**src/dual_timer_pkg.sv**
```systemverilog
// dual_timer_pkg: register indices, field positions, reset values and
// modes shared by the dual prescaled counter/timer block.
// assumes an apb slave with register index times four as byte address.
package dual_timer_pkg;

    // ------------------------------------------------------------
    // register indices (byte address is index * 4)
    // ------------------------------------------------------------
    localparam logic [7:0] IDX_TIMER_MODE = 8'hf1;
    localparam logic [7:0] IDX_COUNTER_B = 8'hf2;
    localparam logic [7:0] IDX_PRESCALER_B = 8'hf3;
    localparam logic [7:0] IDX_COUNTER_A = 8'hf4;
    localparam logic [7:0] IDX_PRESCALER_A = 8'hf5;
    localparam logic [7:0] IDX_INT_STATUS = 8'hf6;
    localparam logic [7:0] IDX_INT_MASK = 8'hf7;

    // ------------------------------------------------------------
    // timer_mode fields
    // ------------------------------------------------------------
    localparam int TM_LOAD_A = 0;
    localparam int TM_EN_A = 1;
    localparam int TM_LOAD_B = 2;
    localparam int TM_EN_B = 3;
    localparam int TM_INMODE_LSB = 4;
    localparam int TM_INMODE_MSB = 5;

    // ------------------------------------------------------------
    // prescaler setting fields
    // ------------------------------------------------------------
    localparam int PRE_CONT_BIT = 0;
    localparam int PRE_CLKSEL_BIT = 1;
    localparam int PRE_RATIO_LSB = 2;
    localparam int PRE_RATIO_MSB = 7;

    // ------------------------------------------------------------
    // interrupt bits
    // ------------------------------------------------------------
    localparam int INT_A_BIT = 0;
    localparam int INT_B_BIT = 1;

    // ------------------------------------------------------------
    // reset values
    // ------------------------------------------------------------
    localparam logic [7:0] TIMER_MODE_RST = 8'h00;
    localparam logic [7:0] PRESCALER_RST = 8'h00;
    localparam logic [7:0] COUNTER_INIT_RST = 8'h00;
    localparam logic [1:0] INT_RST = 2'h0;

    // ------------------------------------------------------------
    // timing
    // ------------------------------------------------------------
    localparam int INT_CLOCK_DIV = 4;

    typedef enum logic [1:0] {
        in_ext_clock,
        in_gate,
        in_trig_nonretrig,
        in_trig_retrig
    } ext_mode_t;

endpackage : dual_timer_pkg

```
**src/dual_prescaled_counter_timers.sv**
```systemverilog
// dual_prescaled_counter_timers: two prescaled 8-bit down-counters behind
// an apb slave, with sticky interrupt status, mask and one irq line.
// assumes apb3 master on pclk; external_timer_input synchronous to pclk.
//
// Functional notes
// - two counters, 8-bit each, 6-bit prescalers
// - unit a internal only; unit b selectable
// - prescaler divides source by 1 to 64
// - counter decrements once per prescaler pulse
// - terminal count raises that unit's interrupt
// - software starts, stops, resumes or reloads
// - single-pass halts at zero; continuous reloads
// - counter readable undisturbed; prescalers not readable
// - unit b source: pclk/4 or external input
// - external input: clock, trigger (two kinds), gate
//
// Implementation choice: the APB register port.
`timescale 1ns/1ps
module dual_prescaled_counter_timers
    import dual_timer_pkg::*;
#(
    parameter int CNT_W = 8,
    parameter int PRE_W = 6,
    parameter int ADDR_W = 12
) (
    input wire logic pclk,
    input wire logic presetn,
    input wire logic psel,
    input wire logic penable,
    input wire logic pwrite,
    input wire logic [ADDR_W-1:0] paddr,
    input wire logic [31:0] pwdata,
    output logic [31:0] prdata,
    output logic pready,
    output logic pslverr,
    input wire logic external_timer_input,
    output logic counter_a_interrupt,
    output logic counter_b_interrupt,
    output logic irq
);

    // ------------------------------------------------------------
    // address decode
    // ------------------------------------------------------------
    function automatic logic reg_hit(input logic [ADDR_W-1:0] addr, input logic [7:0] idx);
        reg_hit = (addr == ADDR_W'({idx, 2'b00}));
    endfunction : reg_hit

    function automatic logic mapped(input logic [ADDR_W-1:0] addr);
        mapped = reg_hit(addr, IDX_TIMER_MODE)
            || reg_hit(addr, IDX_COUNTER_B)
            || reg_hit(addr, IDX_PRESCALER_B)
            || reg_hit(addr, IDX_COUNTER_A)
            || reg_hit(addr, IDX_PRESCALER_A)
            || reg_hit(addr, IDX_INT_STATUS)
            || reg_hit(addr, IDX_INT_MASK);
    endfunction : mapped

    logic [7:0] timer_mode_r;
    logic [7:0] prescaler_a_r;
    logic [7:0] prescaler_b_r;
    logic [CNT_W-1:0] init_a_r;
    logic [CNT_W-1:0] init_b_r;
    logic [1:0] int_status_r;
    logic [1:0] int_mask_r;
    logic [31:0] prdata_r;
    logic [1:0] div_cnt_r;
    logic [31:0] rd_nxt;

    logic setup;
    logic wr;
    logic wr_tm;
    logic restart_a;
    logic restart_b_sw;
    logic restart_b_trig;
    logic int_tick;
    logic src_tick_b;
    logic eoc_a;
    logic eoc_b;
    logic cont_a;
    logic cont_b;
    logic en_a;
    logic en_b;
    logic use_ext_b;
    logic trig_mode_b;
    logic [1:0] in_mode;
    logic [CNT_W-1:0] count_a;
    logic [CNT_W-1:0] count_b;
    logic wr_pre_a;
    logic wr_pre_b;
    logic wr_cnt_a;
    logic wr_cnt_b;
    logic wr_status;
    logic wr_mask;
    logic [1:0] status_clr;

    assign setup = psel && !penable;
    assign wr = psel && penable && pwrite;
    assign wr_tm = wr && reg_hit(paddr, IDX_TIMER_MODE);
    assign pready = 1'b1;
    assign pslverr = psel && penable && !mapped(paddr);
    assign prdata = prdata_r;

    // ------------------------------------------------------------
    // register write strobes
    // ------------------------------------------------------------
    // each strobe lasts one access cycle, since pready is tied high
    assign wr_pre_a = wr && reg_hit(paddr, IDX_PRESCALER_A);
    assign wr_pre_b = wr && reg_hit(paddr, IDX_PRESCALER_B);
    assign wr_cnt_a = wr && reg_hit(paddr, IDX_COUNTER_A);
    assign wr_cnt_b = wr && reg_hit(paddr, IDX_COUNTER_B);
    assign wr_status = wr && reg_hit(paddr, IDX_INT_STATUS);
    assign wr_mask = wr && reg_hit(paddr, IDX_INT_MASK);
    // only written ones clear; a zero leaves a pending flag alone
    assign status_clr = wr_status ? pwdata[1:0] : 2'h0;

    // ------------------------------------------------------------
    // field views
    // ------------------------------------------------------------
    assign en_a = timer_mode_r[TM_EN_A];
    assign en_b = timer_mode_r[TM_EN_B];
    assign in_mode = timer_mode_r[TM_INMODE_MSB:TM_INMODE_LSB];
    assign cont_a = prescaler_a_r[PRE_CONT_BIT];
    assign cont_b = prescaler_b_r[PRE_CONT_BIT];
    assign use_ext_b = !prescaler_b_r[PRE_CLKSEL_BIT];
    assign trig_mode_b = !use_ext_b && (in_mode == 2'(in_trig_nonretrig) || in_mode == 2'(in_trig_retrig));

    // a load bit is a command: it fires once and never reads back
    assign restart_a = wr_tm && pwdata[TM_LOAD_A];
    assign restart_b_sw = wr_tm && pwdata[TM_LOAD_B];

    // ------------------------------------------------------------
    // internal clock divider
    // ------------------------------------------------------------
    // free-running from reset: a load lands anywhere in the tick phase, so
    // the first tick follows in 1 to 4 cycles and a period is exact to one tick
    assign int_tick = (div_cnt_r == 2'(INT_CLOCK_DIV - 1));

    always_ff @(posedge pclk or negedge presetn) begin
        if (!presetn) begin
            div_cnt_r <= '0;
        end else begin
            div_cnt_r <= div_cnt_r + 2'h1;
        end
    end

    // ------------------------------------------------------------
    // timer_mode register
    // ------------------------------------------------------------
    // in single-pass, a unit halts by dropping its enable; a trigger
    // unit keeps its enable so the next edge can start it again;
    // a software write in the cycle of a terminal count wins
    always_ff @(posedge pclk or negedge presetn) begin
        if (!presetn) begin
            timer_mode_r <= TIMER_MODE_RST;
        end else if (wr_tm) begin
            timer_mode_r <= pwdata[7:0] & ~(8'h01 << TM_LOAD_A) & ~(8'h01 << TM_LOAD_B);
        end else begin
            if (eoc_a && !cont_a) begin
                timer_mode_r[TM_EN_A] <= 1'b0;
            end
            if (eoc_b && !cont_b && !trig_mode_b) begin
                timer_mode_r[TM_EN_B] <= 1'b0;
            end
        end
    end

    // ------------------------------------------------------------
    // prescaler and initial count registers
    // ------------------------------------------------------------
    always_ff @(posedge pclk or negedge presetn) begin
        if (!presetn) begin
            prescaler_a_r <= PRESCALER_RST;
            prescaler_b_r <= PRESCALER_RST;
        end else begin
            if (wr_pre_a) begin
                prescaler_a_r <= pwdata[7:0];
            end
            if (wr_pre_b) begin
                prescaler_b_r <= pwdata[7:0];
            end
        end
    end

    // a write sets the reload value only; the live count moves on a load
    always_ff @(posedge pclk or negedge presetn) begin
        if (!presetn) begin
            init_a_r <= COUNTER_INIT_RST;
            init_b_r <= COUNTER_INIT_RST;
        end else begin
            if (wr_cnt_a) begin
                init_a_r <= pwdata[CNT_W-1:0];
            end
            if (wr_cnt_b) begin
                init_b_r <= pwdata[CNT_W-1:0];
            end
        end
    end

    // ------------------------------------------------------------
    // counter units
    // ------------------------------------------------------------
    prescaled_counter #(
        .CNT_W(CNT_W),
        .PRE_W(PRE_W)
    ) u_unit_a (
        .pclk(pclk),
        .presetn(presetn),
        .src_tick(int_tick),
        .run(en_a),
        .restart(restart_a),
        .continuous(cont_a),
        .init_count(init_a_r),
        .pre_ratio(prescaler_a_r[PRE_RATIO_MSB:PRE_RATIO_LSB]),
        .count(count_a),
        .eoc(eoc_a)
    );

    // external clock select overrides the input mode for unit b
    ext_input_cond u_ext_cond (
        .pclk(pclk),
        .presetn(presetn),
        .ext_in(external_timer_input),
        .int_tick(int_tick),
        .use_ext(use_ext_b),
        .mode(in_mode),
        .enable(en_b),
        .eoc(eoc_b),
        .continuous(cont_b),
        .src_tick(src_tick_b),
        .restart(restart_b_trig)
    );

    prescaled_counter #(
        .CNT_W(CNT_W),
        .PRE_W(PRE_W)
    ) u_unit_b (
        .pclk(pclk),
        .presetn(presetn),
        .src_tick(src_tick_b),
        .run(en_b),
        .restart(restart_b_sw || restart_b_trig),
        .continuous(cont_b),
        .init_count(init_b_r),
        .pre_ratio(prescaler_b_r[PRE_RATIO_MSB:PRE_RATIO_LSB]),
        .count(count_b),
        .eoc(eoc_b)
    );

    // ------------------------------------------------------------
    // interrupt status and mask
    // ------------------------------------------------------------
    // a terminal count in the clearing cycle survives: set beats clear
    always_ff @(posedge pclk or negedge presetn) begin
        if (!presetn) begin
            int_status_r <= INT_RST;
        end else begin
            int_status_r <= (int_status_r & ~status_clr) | {eoc_b, eoc_a};
        end
    end

    always_ff @(posedge pclk or negedge presetn) begin
        if (!presetn) begin
            int_mask_r <= INT_RST;
        end else if (wr_mask) begin
            int_mask_r <= pwdata[1:0];
        end
    end

    // the unit lines show status unmasked; only irq honours the mask
    assign counter_a_interrupt = int_status_r[INT_A_BIT];
    assign counter_b_interrupt = int_status_r[INT_B_BIT];
    assign irq = |(int_status_r & int_mask_r);

    // ------------------------------------------------------------
    // read path
    // ------------------------------------------------------------
    // sampled in the setup cycle so prdata is a flop in the access cycle;
    // a count can move between the two, which is harmless for a snapshot
    always_comb begin
        rd_nxt = 32'h0;
        if (reg_hit(paddr, IDX_TIMER_MODE)) begin
            rd_nxt[7:0] = timer_mode_r;
        end else if (reg_hit(paddr, IDX_COUNTER_A)) begin
            rd_nxt[CNT_W-1:0] = count_a;
        end else if (reg_hit(paddr, IDX_COUNTER_B)) begin
            rd_nxt[CNT_W-1:0] = count_b;
        end else if (reg_hit(paddr, IDX_INT_STATUS)) begin
            rd_nxt[1:0] = int_status_r;
        end else if (reg_hit(paddr, IDX_INT_MASK)) begin
            rd_nxt[1:0] = int_mask_r;
        end
        // prescaler settings are write-only and read as zero
    end

    always_ff @(posedge pclk or negedge presetn) begin
        if (!presetn) begin
            prdata_r <= 32'h0;
        end else if (setup && !pwrite) begin
            prdata_r <= rd_nxt;
        end
    end

endmodule : dual_prescaled_counter_timers

```
**src/prescaled_counter.sv**
```systemverilog
// prescaled_counter: one 6-bit prescaler feeding one 8-bit down-counter.
// assumes src_tick is a one-cycle pulse synchronous to pclk.
`timescale 1ns/1ps
module prescaled_counter #(
    parameter int CNT_W = 8,
    parameter int PRE_W = 6
) (
    input wire logic pclk,
    input wire logic presetn,
    input wire logic src_tick,
    input wire logic run,
    input wire logic restart,
    input wire logic continuous,
    input wire logic [CNT_W-1:0] init_count,
    input wire logic [PRE_W-1:0] pre_ratio,
    output logic [CNT_W-1:0] count,
    output logic eoc
);

    logic [CNT_W-1:0] cnt_r;
    logic [PRE_W-1:0] pre_r;
    logic pre_pulse;

    // ------------------------------------------------------------
    // terminal detection
    // ------------------------------------------------------------
    // zero loaded wraps to all ones, so 0 counts as the full range
    assign pre_pulse = run && src_tick && (pre_r == PRE_W'(1));
    assign eoc = pre_pulse && (cnt_r == CNT_W'(1));
    assign count = cnt_r;

    // ------------------------------------------------------------
    // prescaler
    // ------------------------------------------------------------
    always_ff @(posedge pclk or negedge presetn) begin
        if (!presetn) begin
            pre_r <= '0;
        end else if (restart || pre_pulse) begin
            pre_r <= pre_ratio;
        end else if (run && src_tick) begin
            pre_r <= pre_r - PRE_W'(1);
        end
    end

    // ------------------------------------------------------------
    // counter
    // ------------------------------------------------------------
    always_ff @(posedge pclk or negedge presetn) begin
        if (!presetn) begin
            cnt_r <= '0;
        end else if (restart) begin
            cnt_r <= init_count;
        end else if (eoc) begin
            cnt_r <= continuous ? init_count : '0;
        end else if (pre_pulse) begin
            cnt_r <= cnt_r - CNT_W'(1);
        end
    end

endmodule : prescaled_counter

```
**src/ext_input_cond.sv**
```systemverilog
// ext_input_cond: builds the source tick and trigger restart for unit b
// from the internal divided clock and the external timer input.
// assumes external_timer_input is already synchronous to pclk.
`timescale 1ns/1ps
module ext_input_cond
    import dual_timer_pkg::*;
(
    input wire logic pclk,
    input wire logic presetn,
    input wire logic ext_in,
    input wire logic int_tick,
    input wire logic use_ext,
    input wire logic [1:0] mode,
    input wire logic enable,
    input wire logic eoc,
    input wire logic continuous,
    output logic src_tick,
    output logic restart
);

    ext_mode_t mode_e;
    logic prev_r;
    logic running_r;
    logic rise;
    logic fall;
    logic trig_mode;

    assign mode_e = ext_mode_t'(mode);
    assign rise = ext_in && !prev_r;
    assign fall = !ext_in && prev_r;
    assign trig_mode = !use_ext && (mode_e == in_trig_nonretrig || mode_e == in_trig_retrig);

    // ------------------------------------------------------------
    // source selection
    // ------------------------------------------------------------
    always_comb begin
        if (use_ext) begin
            src_tick = rise;
        end else begin
            case (mode_e)
                in_gate: src_tick = int_tick && ext_in;
                in_trig_nonretrig: src_tick = int_tick && running_r;
                in_trig_retrig: src_tick = int_tick && running_r;
                default: src_tick = int_tick;
            endcase
        end
    end

    // non-retriggerable mode ignores edges while already counting
    assign restart = trig_mode && enable && fall && (mode_e == in_trig_retrig || !running_r);

    // ------------------------------------------------------------
    // edge history and trigger run state
    // ------------------------------------------------------------
    always_ff @(posedge pclk or negedge presetn) begin
        if (!presetn) begin
            prev_r <= 1'b0;
        end else begin
            prev_r <= ext_in;
        end
    end

    always_ff @(posedge pclk or negedge presetn) begin
        if (!presetn) begin
            running_r <= 1'b0;
        end else if (!enable || !trig_mode) begin
            running_r <= 1'b0;
        end else if (restart) begin
            running_r <= 1'b1;
        end else if (eoc && !continuous) begin
            running_r <= 1'b0;
        end
    end

endmodule : ext_input_cond

```
**config.mk**
```make
export PLATFORM = sky130hd
export DESIGN_NAME = dual_prescaled_counter_timers
export DESIGN_NICKNAME = d
export VERILOG_FILES = /design/src/dual_timer_pkg.sv /design/src/dual_prescaled_counter_timers.sv /design/src/prescaled_counter.sv /design/src/ext_input_cond.sv
export SDC_FILE = /design/constraint.sdc
export NUM_CORES = 1
export LEC_CHECK = 0
export BUFFER_PORTS_ARGS = -buffer_cell sky130_fd_sc_hd__buf_2
export CORE_ASPECT_RATIO = 0.5
export CORE_MARGIN = 5
export CORE_UTILIZATION = 35
export CTS_BUF_LIST = sky130_fd_sc_hd__clkbuf_8
export DETAILED_ROUTE_END_ITERATION = 12
export GPL_TIMING_DRIVEN = 0
export PLACE_DENSITY = 0.6
export SLEW_MARGIN = 10
export SYNTH_ARGS = -nofsm -noshare
export SYNTH_HDL_FRONTEND = slang
export SYNTH_SLANG_ARGS = --single-unit
```
**constraint.sdc**
```tcl
create_clock -name pclk -period 2.26 [get_ports pclk]
set_clock_uncertainty 0.1 [all_clocks]
set_input_delay 0.339 -clock pclk [delete_from_list [all_inputs] [get_ports pclk]]
set_output_delay 0.339 -clock pclk [all_outputs]
set_load 0.03 [all_outputs]
```
==> impl_metrics.xml, run 1 <==
<?xml version="1.0" encoding="UTF-8"?>
<metrics>
  <group name="cts">
    <metric name="clock_buffer_count_from_cts" unit="">9</metric>
    <metric name="clk-insertion-delay-late" unit="ns">0.37</metric>
    <metric name="ctsHtreeMaxLevel" unit="">3</metric>
    <metric name="numClockSinks" unit="">81</metric>
    <metric name="clk_pin_slew" unit="ns">0.09</metric>
    <metric name="cts_root_buffer" unit="">clkbuf_8</metric>
    <metric name="tritoncts_clock_tree" unit="">yes</metric>
    <metric name="clock_tree.buffer_depth" unit="">2</metric>
  </group>
  <group name="finish">
    <metric name="syn_to_final_growth" unit="%">17.01</metric>
    <metric name="final_cell_area" unit="µm²">5458</metric>
    <metric name="final_core_util" unit="%">42.49</metric>
    <metric name="final_layout_size_suffix_gt1_share" unit="%">27.97</metric>
    <metric name="fin_nets" unit="">602</metric>
    <metric name="number_of_diodes" unit="">0</metric>
  </group>
  <group name="die">
    <metric name="row_count" unit="">29</metric>
    <metric name="floorplan.initialDensity" unit="%">36.31</metric>
    <metric name="dieWidth" unit="µm">173.3</metric>
    <metric name="dieArea" unit="µm²">15880</metric>
    <metric name="chipHeight" unit="µm">91.63</metric>
    <metric name="boundaryPins" unit="">87</metric>
    <metric name="core" unit="µm²">12840</metric>
  </group>
  <group name="timing">
    <metric name="post-route-min-period" unit="ns">2.208</metric>
    <metric name="rsz_0062_raised_after_global_routing" unit="">yes</metric>
    <metric name="timing.final.hold_violations" unit="">0</metric>
    <metric name="fin_crit_sh" unit="%">97.70</metric>
    <metric name="max_clock_freq" unit="GHz">0.4529</metric>
    <metric name="worst_max_slew_pin_slew" unit="ns">1.078</metric>
    <metric name="slew_limit_fails" unit="">0</metric>
    <metric name="worst_slew_margin_rel" unit="%">27.95</metric>
    <metric name="timing.final.setup_violations" unit="">0</metric>
  </group>
  <group name="power_and_ir_drop">
    <metric name="p_clk_share" unit="%">30.1</metric>
    <metric name="cell_internal_pwr" unit="W">0.002557</metric>
    <metric name="pwr_density_cell" unit="nW/µm²">695.4</metric>
    <metric name="power_frac_seq" unit="%">45.6</metric>
    <metric name="p_sw" unit="W">0.001239</metric>
    <metric name="total_leakage_power" unit="nW">2.576</metric>
    <metric name="switching_share" unit="%">32.64</metric>
    <metric name="vdd_ir_drop_max" unit="V">0.0003093</metric>
    <metric name="power.share.combinational" unit="%">24.3</metric>
  </group>
  <group name="global_route">
    <metric name="grt_util_all_layers" unit="%">15.25</metric>
    <metric name="grt_start_max_net_pins" unit="">43</metric>
    <metric name="grt_overflow_total" unit="">0</metric>
    <metric name="first_global_vias" unit="">3487</metric>
    <metric name="grt_first_pass_wirelength" unit="mm">19.35</metric>
    <metric name="antenna_violations_before_repair" unit="">0</metric>
  </group>
  <group name="setup_path">
    <metric name="critical-path-top-delay-family" unit="">compound AO/OA/AOI/OAI gates</metric>
    <metric name="crit_path_max_fanout" unit="">10</metric>
    <metric name="crit_chain" unit="">or3b_1 &gt; a2111oi_4 &gt; buf_4 &gt; nand2_1 &gt; clkbuf_4 &gt; o31ai_2 &gt; a31oi_1</metric>
    <metric name="cpMaxStageDelayCell" unit="">dfrtp_2</metric>
    <metric name="setup.worst_path.start_class" unit="">register</metric>
    <metric name="critical_path_buffers_and_inverters" unit="">2</metric>
    <metric name="critical_path_class" unit="">register to register</metric>
    <metric name="critical_path_arrival" unit="ns">2.34</metric>
    <metric name="cp.required" unit="ns">2.39</metric>
    <metric name="cp_endpoint_kind" unit="">register</metric>
    <metric name="cp_slowest_stage_delay" unit="ns">0.46</metric>
  </group>
  <group name="synthesis">
    <metric name="netlist_instances" unit="">472</metric>
    <metric name="synth_top_area_share" unit="%">43.45</metric>
    <metric name="number_of_flops_mapped_to_enable_cells_by_yosys" unit="">0</metric>
    <metric name="seq_area_frac_synth" unit="%">43.45</metric>
    <metric name="synthMostInstantiatedCell" unit="">dfrtp_1</metric>
    <metric name="mean_cell_area_of_the_mapped_netlist" unit="µm²">9.882</metric>
    <metric name="yosys_warnings" unit="">0</metric>
    <metric name="ys_ff_latch" unit="">81</metric>
    <metric name="synthTopCellsByArea" unit="">dfrtp_1 43%, mux2_2 7.5%, buf_4 4.5%, nand2_1 4.4%, a21oi_1 2.5%</metric>
    <metric name="top_cell_type_by_total_area_after_synthesis" unit="">dfrtp_1</metric>
    <metric name="yosys-top-cells-count" unit="">81 x dfrtp_1, 55 x nand2_1, 31 x mux2_2</metric>
    <metric name="synth.cell_area" unit="µm²">4664</metric>
    <metric name="postSynth.asyncResetShare" unit="%">100.0</metric>
    <metric name="ys_dominant_reg_cell" unit="">dfrtp_1</metric>
    <metric name="synthDistinctLibCells" unit="">71</metric>
  </group>
  <group name="place">
    <metric name="placed_area" unit="µm²">5161</metric>
    <metric name="dp_hpwl" unit="mm">8.736</metric>
    <metric name="gp_routability_congestion" unit="">0.8617</metric>
    <metric name="portBuffers" unit="">35</metric>
  </group>
  <group name="routing">
    <metric name="route.detailed.wl_per_inst" unit="µm">16.59</metric>
    <metric name="post_drt_via_cell_ratio" unit="">5.169</metric>
    <metric name="dr_total_vias" unit="">3706</metric>
    <metric name="antenna_left" unit="">0</metric>
    <metric name="drt-initial-drc-count" unit="">236</metric>
    <metric name="remaining_drc_errors" unit="">0</metric>
    <metric name="drt_pass1_iterations" unit="">5</metric>
    <metric name="totalWireLength" unit="mm">11.90</metric>
  </group>
  <group name="job">
    <metric name="drv.max_cap_violation_count" unit="">0</metric>
  </group>
  <group name="min_path">
    <metric name="timing.hold.worst.class" unit="">primary input to register</metric>
  </group>
  <group name="status">
    <metric name="outcome" unit="">complete, no violations</metric>
  </group>
</metrics>
==> sequential cells by signal, summed over array words and instances (netlist names) <==
register / flops
div_cnt_r: 2
init_a_r: 8
init_b_r: 8
int_mask_r: 2
int_status_r: 2
prdata: 8
prescaler_a_r: 7
prescaler_b_r: 8
timer_mode_r: 6
u_ext_cond.prev_r: 1
u_ext_cond.running_r: 1
u_unit_a.count: 8
u_unit_a.pre_r: 6
u_unit_b.count: 8
u_unit_b.pre_r: 6
==> through the flow <==
step | cells | total power [W] | setup slack [ns] | hold WS (ns) | setup TNS [ns]
final | 717 | 0.003796 | 0.05207 | 0.05265 | 0
after global placement | 700 | 0.002606 | -0.3314 | 0.3116 | -10.26
after detailed placement | 701 | 0.002618 | -0.3350 | 0.2614 | -10.95
after floorplan | 495 | 0.002359 | 0.1618 | -0.05659 | 0
after CTS | 716 | 0.003788 | 0.01839 | 0.02769 | 0
after global routing | 717 | 0.004019 | -0.01294 | 0.03278 | -0.03295
==> placed cells by master, fill, tap and decap left out, types with 4 or more instances in the layout <==
cell | synthesis | routed
a21oi_1 | 23 | 23
a22oi_1 | 8 | 8
a2bb2oi_1 | 6 | 6
and3_1 | 5 | 5
buf_2 | 6 | 39
buf_4 | 28 | 31
clkbuf_1 | 8 | 5
clkbuf_8 | 0 | 9
conb_1 | 2 | 25
dfrtp_1 | 81 | 80
ha_1 | 9 | 9
inv_1 | 15 | 16
mux2_2 | 31 | 31
mux2i_1 | 6 | 6
nand2_1 | 55 | 55
nand2b_1 | 4 | 4
nand3_1 | 12 | 12
nand4_1 | 4 | 4
nor2_1 | 30 | 28
nor3_1 | 11 | 11
o21ai_0 | 17 | 17
o21ai_2 | 7 | 7
o22ai_1 | 7 | 7
o2bb2ai_1 | 6 | 6
==> cell type report <==
type                            count  area, µm²
Tap cell                          170      212.7
Clock inverter                      6      85.08
Sequential cell                    81       2028
Inverter                           15      56.30
Buffer                             45      310.3
Multi-Input combinational cell    352       2419
Clock buffer                        9      123.9
Timing Repair Buffer               39      222.7
Fill cell                        1256       7387
==> path summary, 6_finish.rpt <==
check	end	cells after the start	start	slack [ns]
worst max-delay path	timer_mode_r[3]	7	prescaler_b_r[1]	0.05
worst min-delay path	u_ext_cond.prev_r	1	external_timer_input	0.05
worst max register to register	timer_mode_r[3]	7	prescaler_b_r[1]	0.05
worst min register to register	div_cnt_r[0]	1	div_cnt_r[0]	0.33
max in group asynchronous	prescaler_b_r[1]	3	presetn	1.04
min in group asynchronous	prescaler_a_r[2]	2	presetn	0.39
==> power groups by stage <==
stage	Sequential, W	Combinational (W)	Clock, W
after floorplan	0.00174	0.000617	0
after global placement	0.00175	0.000857	0
after detailed placement	0.00175	0.000867	0
after CTS	0.00172	0.000886	0.00118
after global routing	0.00175	0.00103	0.00124
final	0.00173	0.000922	0.00114
==> per-layer routing <==
metal  vias up  GRT usage [%]  wire length (µm)
li1       1811              -                 -
met1      1771          22.48              6067
met2       113          21.62              4978
met3        11          4.930               734
met4         0          3.650               116
met5         -              0                 0
==> cell families after synthesis <==
kind of cell	after synthesis	share of synthesized area [%]
and+or+nand+nor	166	19.47
adders and majority gates	9	2.414
buffers and inverters	62	7.886
AOI/OAI and AO/OA	110	16.90
DFF	81	43.45
xor gates and xnor gates	5	0.9390
muxes	37	8.771
other	2	0.1610
==> what timing repair did <==
| item | CTS | global route |
|---|---|---|
| gates resized for setup | 5 | 11 |
| pin swaps | 1 | 0 |
| buffers inserted | 1 | 1 |
| endpoints found under the hold margin | 39 | 0 |
| hold buffers | 1 | 0 |
| setup endpoints to repair | 16 | 27 |
No activity file was read; power rests on OpenSTA's default activity.
==> run 2: changes to the inputs <==
- CTS_BUF_LIST: sky130_fd_sc_hd__clkbuf_8 -> sky130_fd_sc_hd__clkbuf_4
==> run 2 against run 1 <==
  * First-iteration DRC count increased by 12%
  * Highest routed layer unchanged
  * Clock power decreased by 16%
  * Largest cell class unchanged
  * Die area unchanged
  * Total power decreased by 4.0%
  * Critical endpoint unchanged
  * Final cell count increased by 0.28%
  * Combinational power increased by 3.0%
==> impl_metrics.xml, run 2 (synthesis gave the netlist of run 1 again) <==
<?xml version="1.0" encoding="UTF-8"?>
<metrics>
  <group name="timing">
    <metric name="post-route-worst-setup-slack" unit="ns">0.06193</metric>
    <metric name="worst_slew_margin_rel" unit="%">28.35</metric>
    <metric name="timing.final.hold_violations" unit="">0</metric>
    <metric name="timing.final.setup_violations" unit="">0</metric>
    <metric name="post-route-min-period" unit="ns">2.198</metric>
    <metric name="worst_max_slew_pin_slew" unit="ns">1.072</metric>
    <metric name="fin_crit_sh" unit="%">97.26</metric>
    <metric name="slew_limit_fails" unit="">0</metric>
    <metric name="rsz_0062_raised_after_global_routing" unit="">yes</metric>
    <metric name="max_clock_freq" unit="GHz">0.4549</metric>
    <metric name="setup_total_negative_slack" unit="ns">0</metric>
  </group>
  <group name="power_and_ir_drop">
    <metric name="total_leakage_power" unit="nW">2.563</metric>
    <metric name="power.share.combinational" unit="%">26.1</metric>
    <metric name="design_power_total" unit="W">0.003643</metric>
    <metric name="switching_share" unit="%">33.51</metric>
    <metric name="pwr_density_cell" unit="nW/µm²">671.0</metric>
    <metric name="cell_internal_pwr" unit="W">0.002422</metric>
    <metric name="vdd_ir_drop_max" unit="V">0.0003158</metric>
    <metric name="p_sw" unit="W">0.001221</metric>
    <metric name="p_clk_share" unit="%">26.4</metric>
    <metric name="power_frac_seq" unit="%">47.5</metric>
  </group>
  <group name="global_route">
    <metric name="first_global_vias" unit="">3497</metric>
    <metric name="grt_util_all_layers" unit="%">15.17</metric>
    <metric name="grt_overflow_total" unit="">0</metric>
    <metric name="grt_first_pass_wirelength" unit="mm">19.38</metric>
    <metric name="grt_start_max_net_pins" unit="">43</metric>
    <metric name="antenna_violations_before_repair" unit="">0</metric>
  </group>
  <group name="die">
    <metric name="dieWidth" unit="µm">173.3</metric>
    <metric name="boundaryPins" unit="">87</metric>
    <metric name="dieArea" unit="µm²">15880</metric>
    <metric name="chipHeight" unit="µm">91.63</metric>
    <metric name="floorplan.initialDensity" unit="%">36.31</metric>
    <metric name="core" unit="µm²">12840</metric>
    <metric name="row_count" unit="">29</metric>
  </group>
  <group name="place">
    <metric name="portBuffers" unit="">35</metric>
    <metric name="dp_cells" unit="">701</metric>
    <metric name="dp_hpwl" unit="mm">8.736</metric>
    <metric name="gp_routability_congestion" unit="">0.8617</metric>
    <metric name="place_ws" unit="ns">-0.3350</metric>
  </group>
  <group name="finish">
    <metric name="most_frequent_standard_cell_in_the_layout_excluding_fill_and_tap_cells" unit="">dfrtp_1</metric>
    <metric name="number_of_diodes" unit="">0</metric>
    <metric name="mostFrequentLayoutCells" unit="">79 x dfrtp_1, 55 x nand2_1, 39 x buf_2, 31 x buf_4, 31 x mux2_2</metric>
    <metric name="fin_nets" unit="">604</metric>
    <metric name="syn_to_final_growth" unit="%">16.39</metric>
    <metric name="final_core_util" unit="%">42.27</metric>
    <metric name="final_layout_size_suffix_gt1_share" unit="%">28.78</metric>
    <metric name="fin_cells" unit="">719</metric>
  </group>
  <group name="routing">
    <metric name="totalWireLength" unit="mm">11.88</metric>
    <metric name="remaining_drc_errors" unit="">0</metric>
    <metric name="post_drt_via_cell_ratio" unit="">5.234</metric>
    <metric name="antenna_left" unit="">0</metric>
    <metric name="drt-initial-drc-count" unit="">265</metric>
    <metric name="drt_pass1_iterations" unit="">5</metric>
    <metric name="dr_total_vias" unit="">3763</metric>
    <metric name="route.detailed.wl_per_inst" unit="µm">16.52</metric>
  </group>
  <group name="cts">
    <metric name="clock_tree.buffer_depth" unit="">2</metric>
    <metric name="cts_root_buffer" unit="">clkbuf_4</metric>
    <metric name="numClockSinks" unit="">81</metric>
    <metric name="clock_buffer_count_from_cts" unit="">9</metric>
    <metric name="clk_pin_slew" unit="ns">0.14</metric>
    <metric name="ctsHtreeMaxLevel" unit="">3</metric>
    <metric name="tritoncts_clock_tree" unit="">yes</metric>
    <metric name="clk-insertion-delay-late" unit="ns">0.45</metric>
  </group>
  <group name="setup_path">
    <metric name="rrSetupSlack" unit="ns">0.06</metric>
    <metric name="crit_path_max_fanout" unit="">10</metric>
    <metric name="r2r_cells" unit="">7</metric>
    <metric name="critical_path_class" unit="">register to register</metric>
    <metric name="setup.worst_path.start_class" unit="">register</metric>
    <metric name="critical_path_arrival" unit="ns">2.41</metric>
    <metric name="cp.required" unit="ns">2.47</metric>
    <metric name="cp_endpoint_kind" unit="">register</metric>
  </group>
  <group name="min_path">
    <metric name="timing.hold.worst.class" unit="">primary input to register</metric>
    <metric name="whs_path_depth" unit="">3</metric>
  </group>
  <group name="job">
    <metric name="drv.max_cap_violation_count" unit="">0</metric>
  </group>
  <group name="status">
    <metric name="outcome" unit="">complete, no violations</metric>
  </group>
</metrics>
run 2: final timing paths:
| path | from | to |
|---|---|---|
| worst max-delay path | prescaler_b_r[1] | timer_mode_r[3] |
| worst min-delay path | pwdata[6] | timer_mode_r[6] |
| worst max register to register | prescaler_b_r[1] | timer_mode_r[3] |
| worst min register to register | div_cnt_r[0] | div_cnt_r[0] |
| max in group asynchronous | presetn | u_unit_b.count[0] |
| min in group asynchronous | presetn | prescaler_a_r[4] |
run 2: critical path: stages, from the launching register on:
cell and delay [ns]:
dfrtp_2 0.47, or3b_1 0.41, a2111oi_4 0.29, buf_4 0.19
nand2_1 0.09, clkbuf_4 0.22, o31ai_2 0.21, a31oi_1 0.11
run 2: layer usage:
metal  share of wire, %  track usage (%)  vias to the layer above
met2                 42            21.69                      121
met4                1.3            3.849                        0
li1                   -                -                     1819
met5                  0                0                        -
met1                 50            22.50                     1810
met3                6.5            4.314                       13
run 2: stage by stage:
stage	hold WS, ns	cell area (µm²)
floorplan	-0.05659	4751
global placement	0.3116	5139
detailed placement	0.2614	5161
CTS	0.04174	5351
global route	0.04384	5429
finish	0.06939	5429
run 2: cell type report:
type                       count  area [µm²]
buffer                        45       310.3
inverter                      15       56.30
clock inverter                 5       81.33
multi-input combinational    352        2426
clock buffer                  10       75.07
tap                          170       212.7
sequential                    81        2029
fill                        1262        7416
timing repair buffer          41       237.7
run 2: repair_timing:
item                                    in CTS  in global routing
pin swaps                                    1                  1
setup buffers                                1                  2
endpoints found under the setup margin      17                 26
resized for setup                            5                 15
hold buffers                                 2                  0
endpoints found under the hold margin       40                  0
run 2: power groups by stage:
| stage | clock [W] | sequential [W] | combinational [W] |
|---|---|---|---|
| final | 0.000963 | 0.00173 | 0.000950 |
| after global routing | 0.00105 | 0.00175 | 0.00106 |
| after CTS | 0.000994 | 0.00172 | 0.000887 |
| after detailed placement | 0 | 0.00175 | 0.000867 |
| after global placement | 0 | 0.00175 | 0.000857 |
| after floorplan | 0 | 0.00174 | 0.000617 |
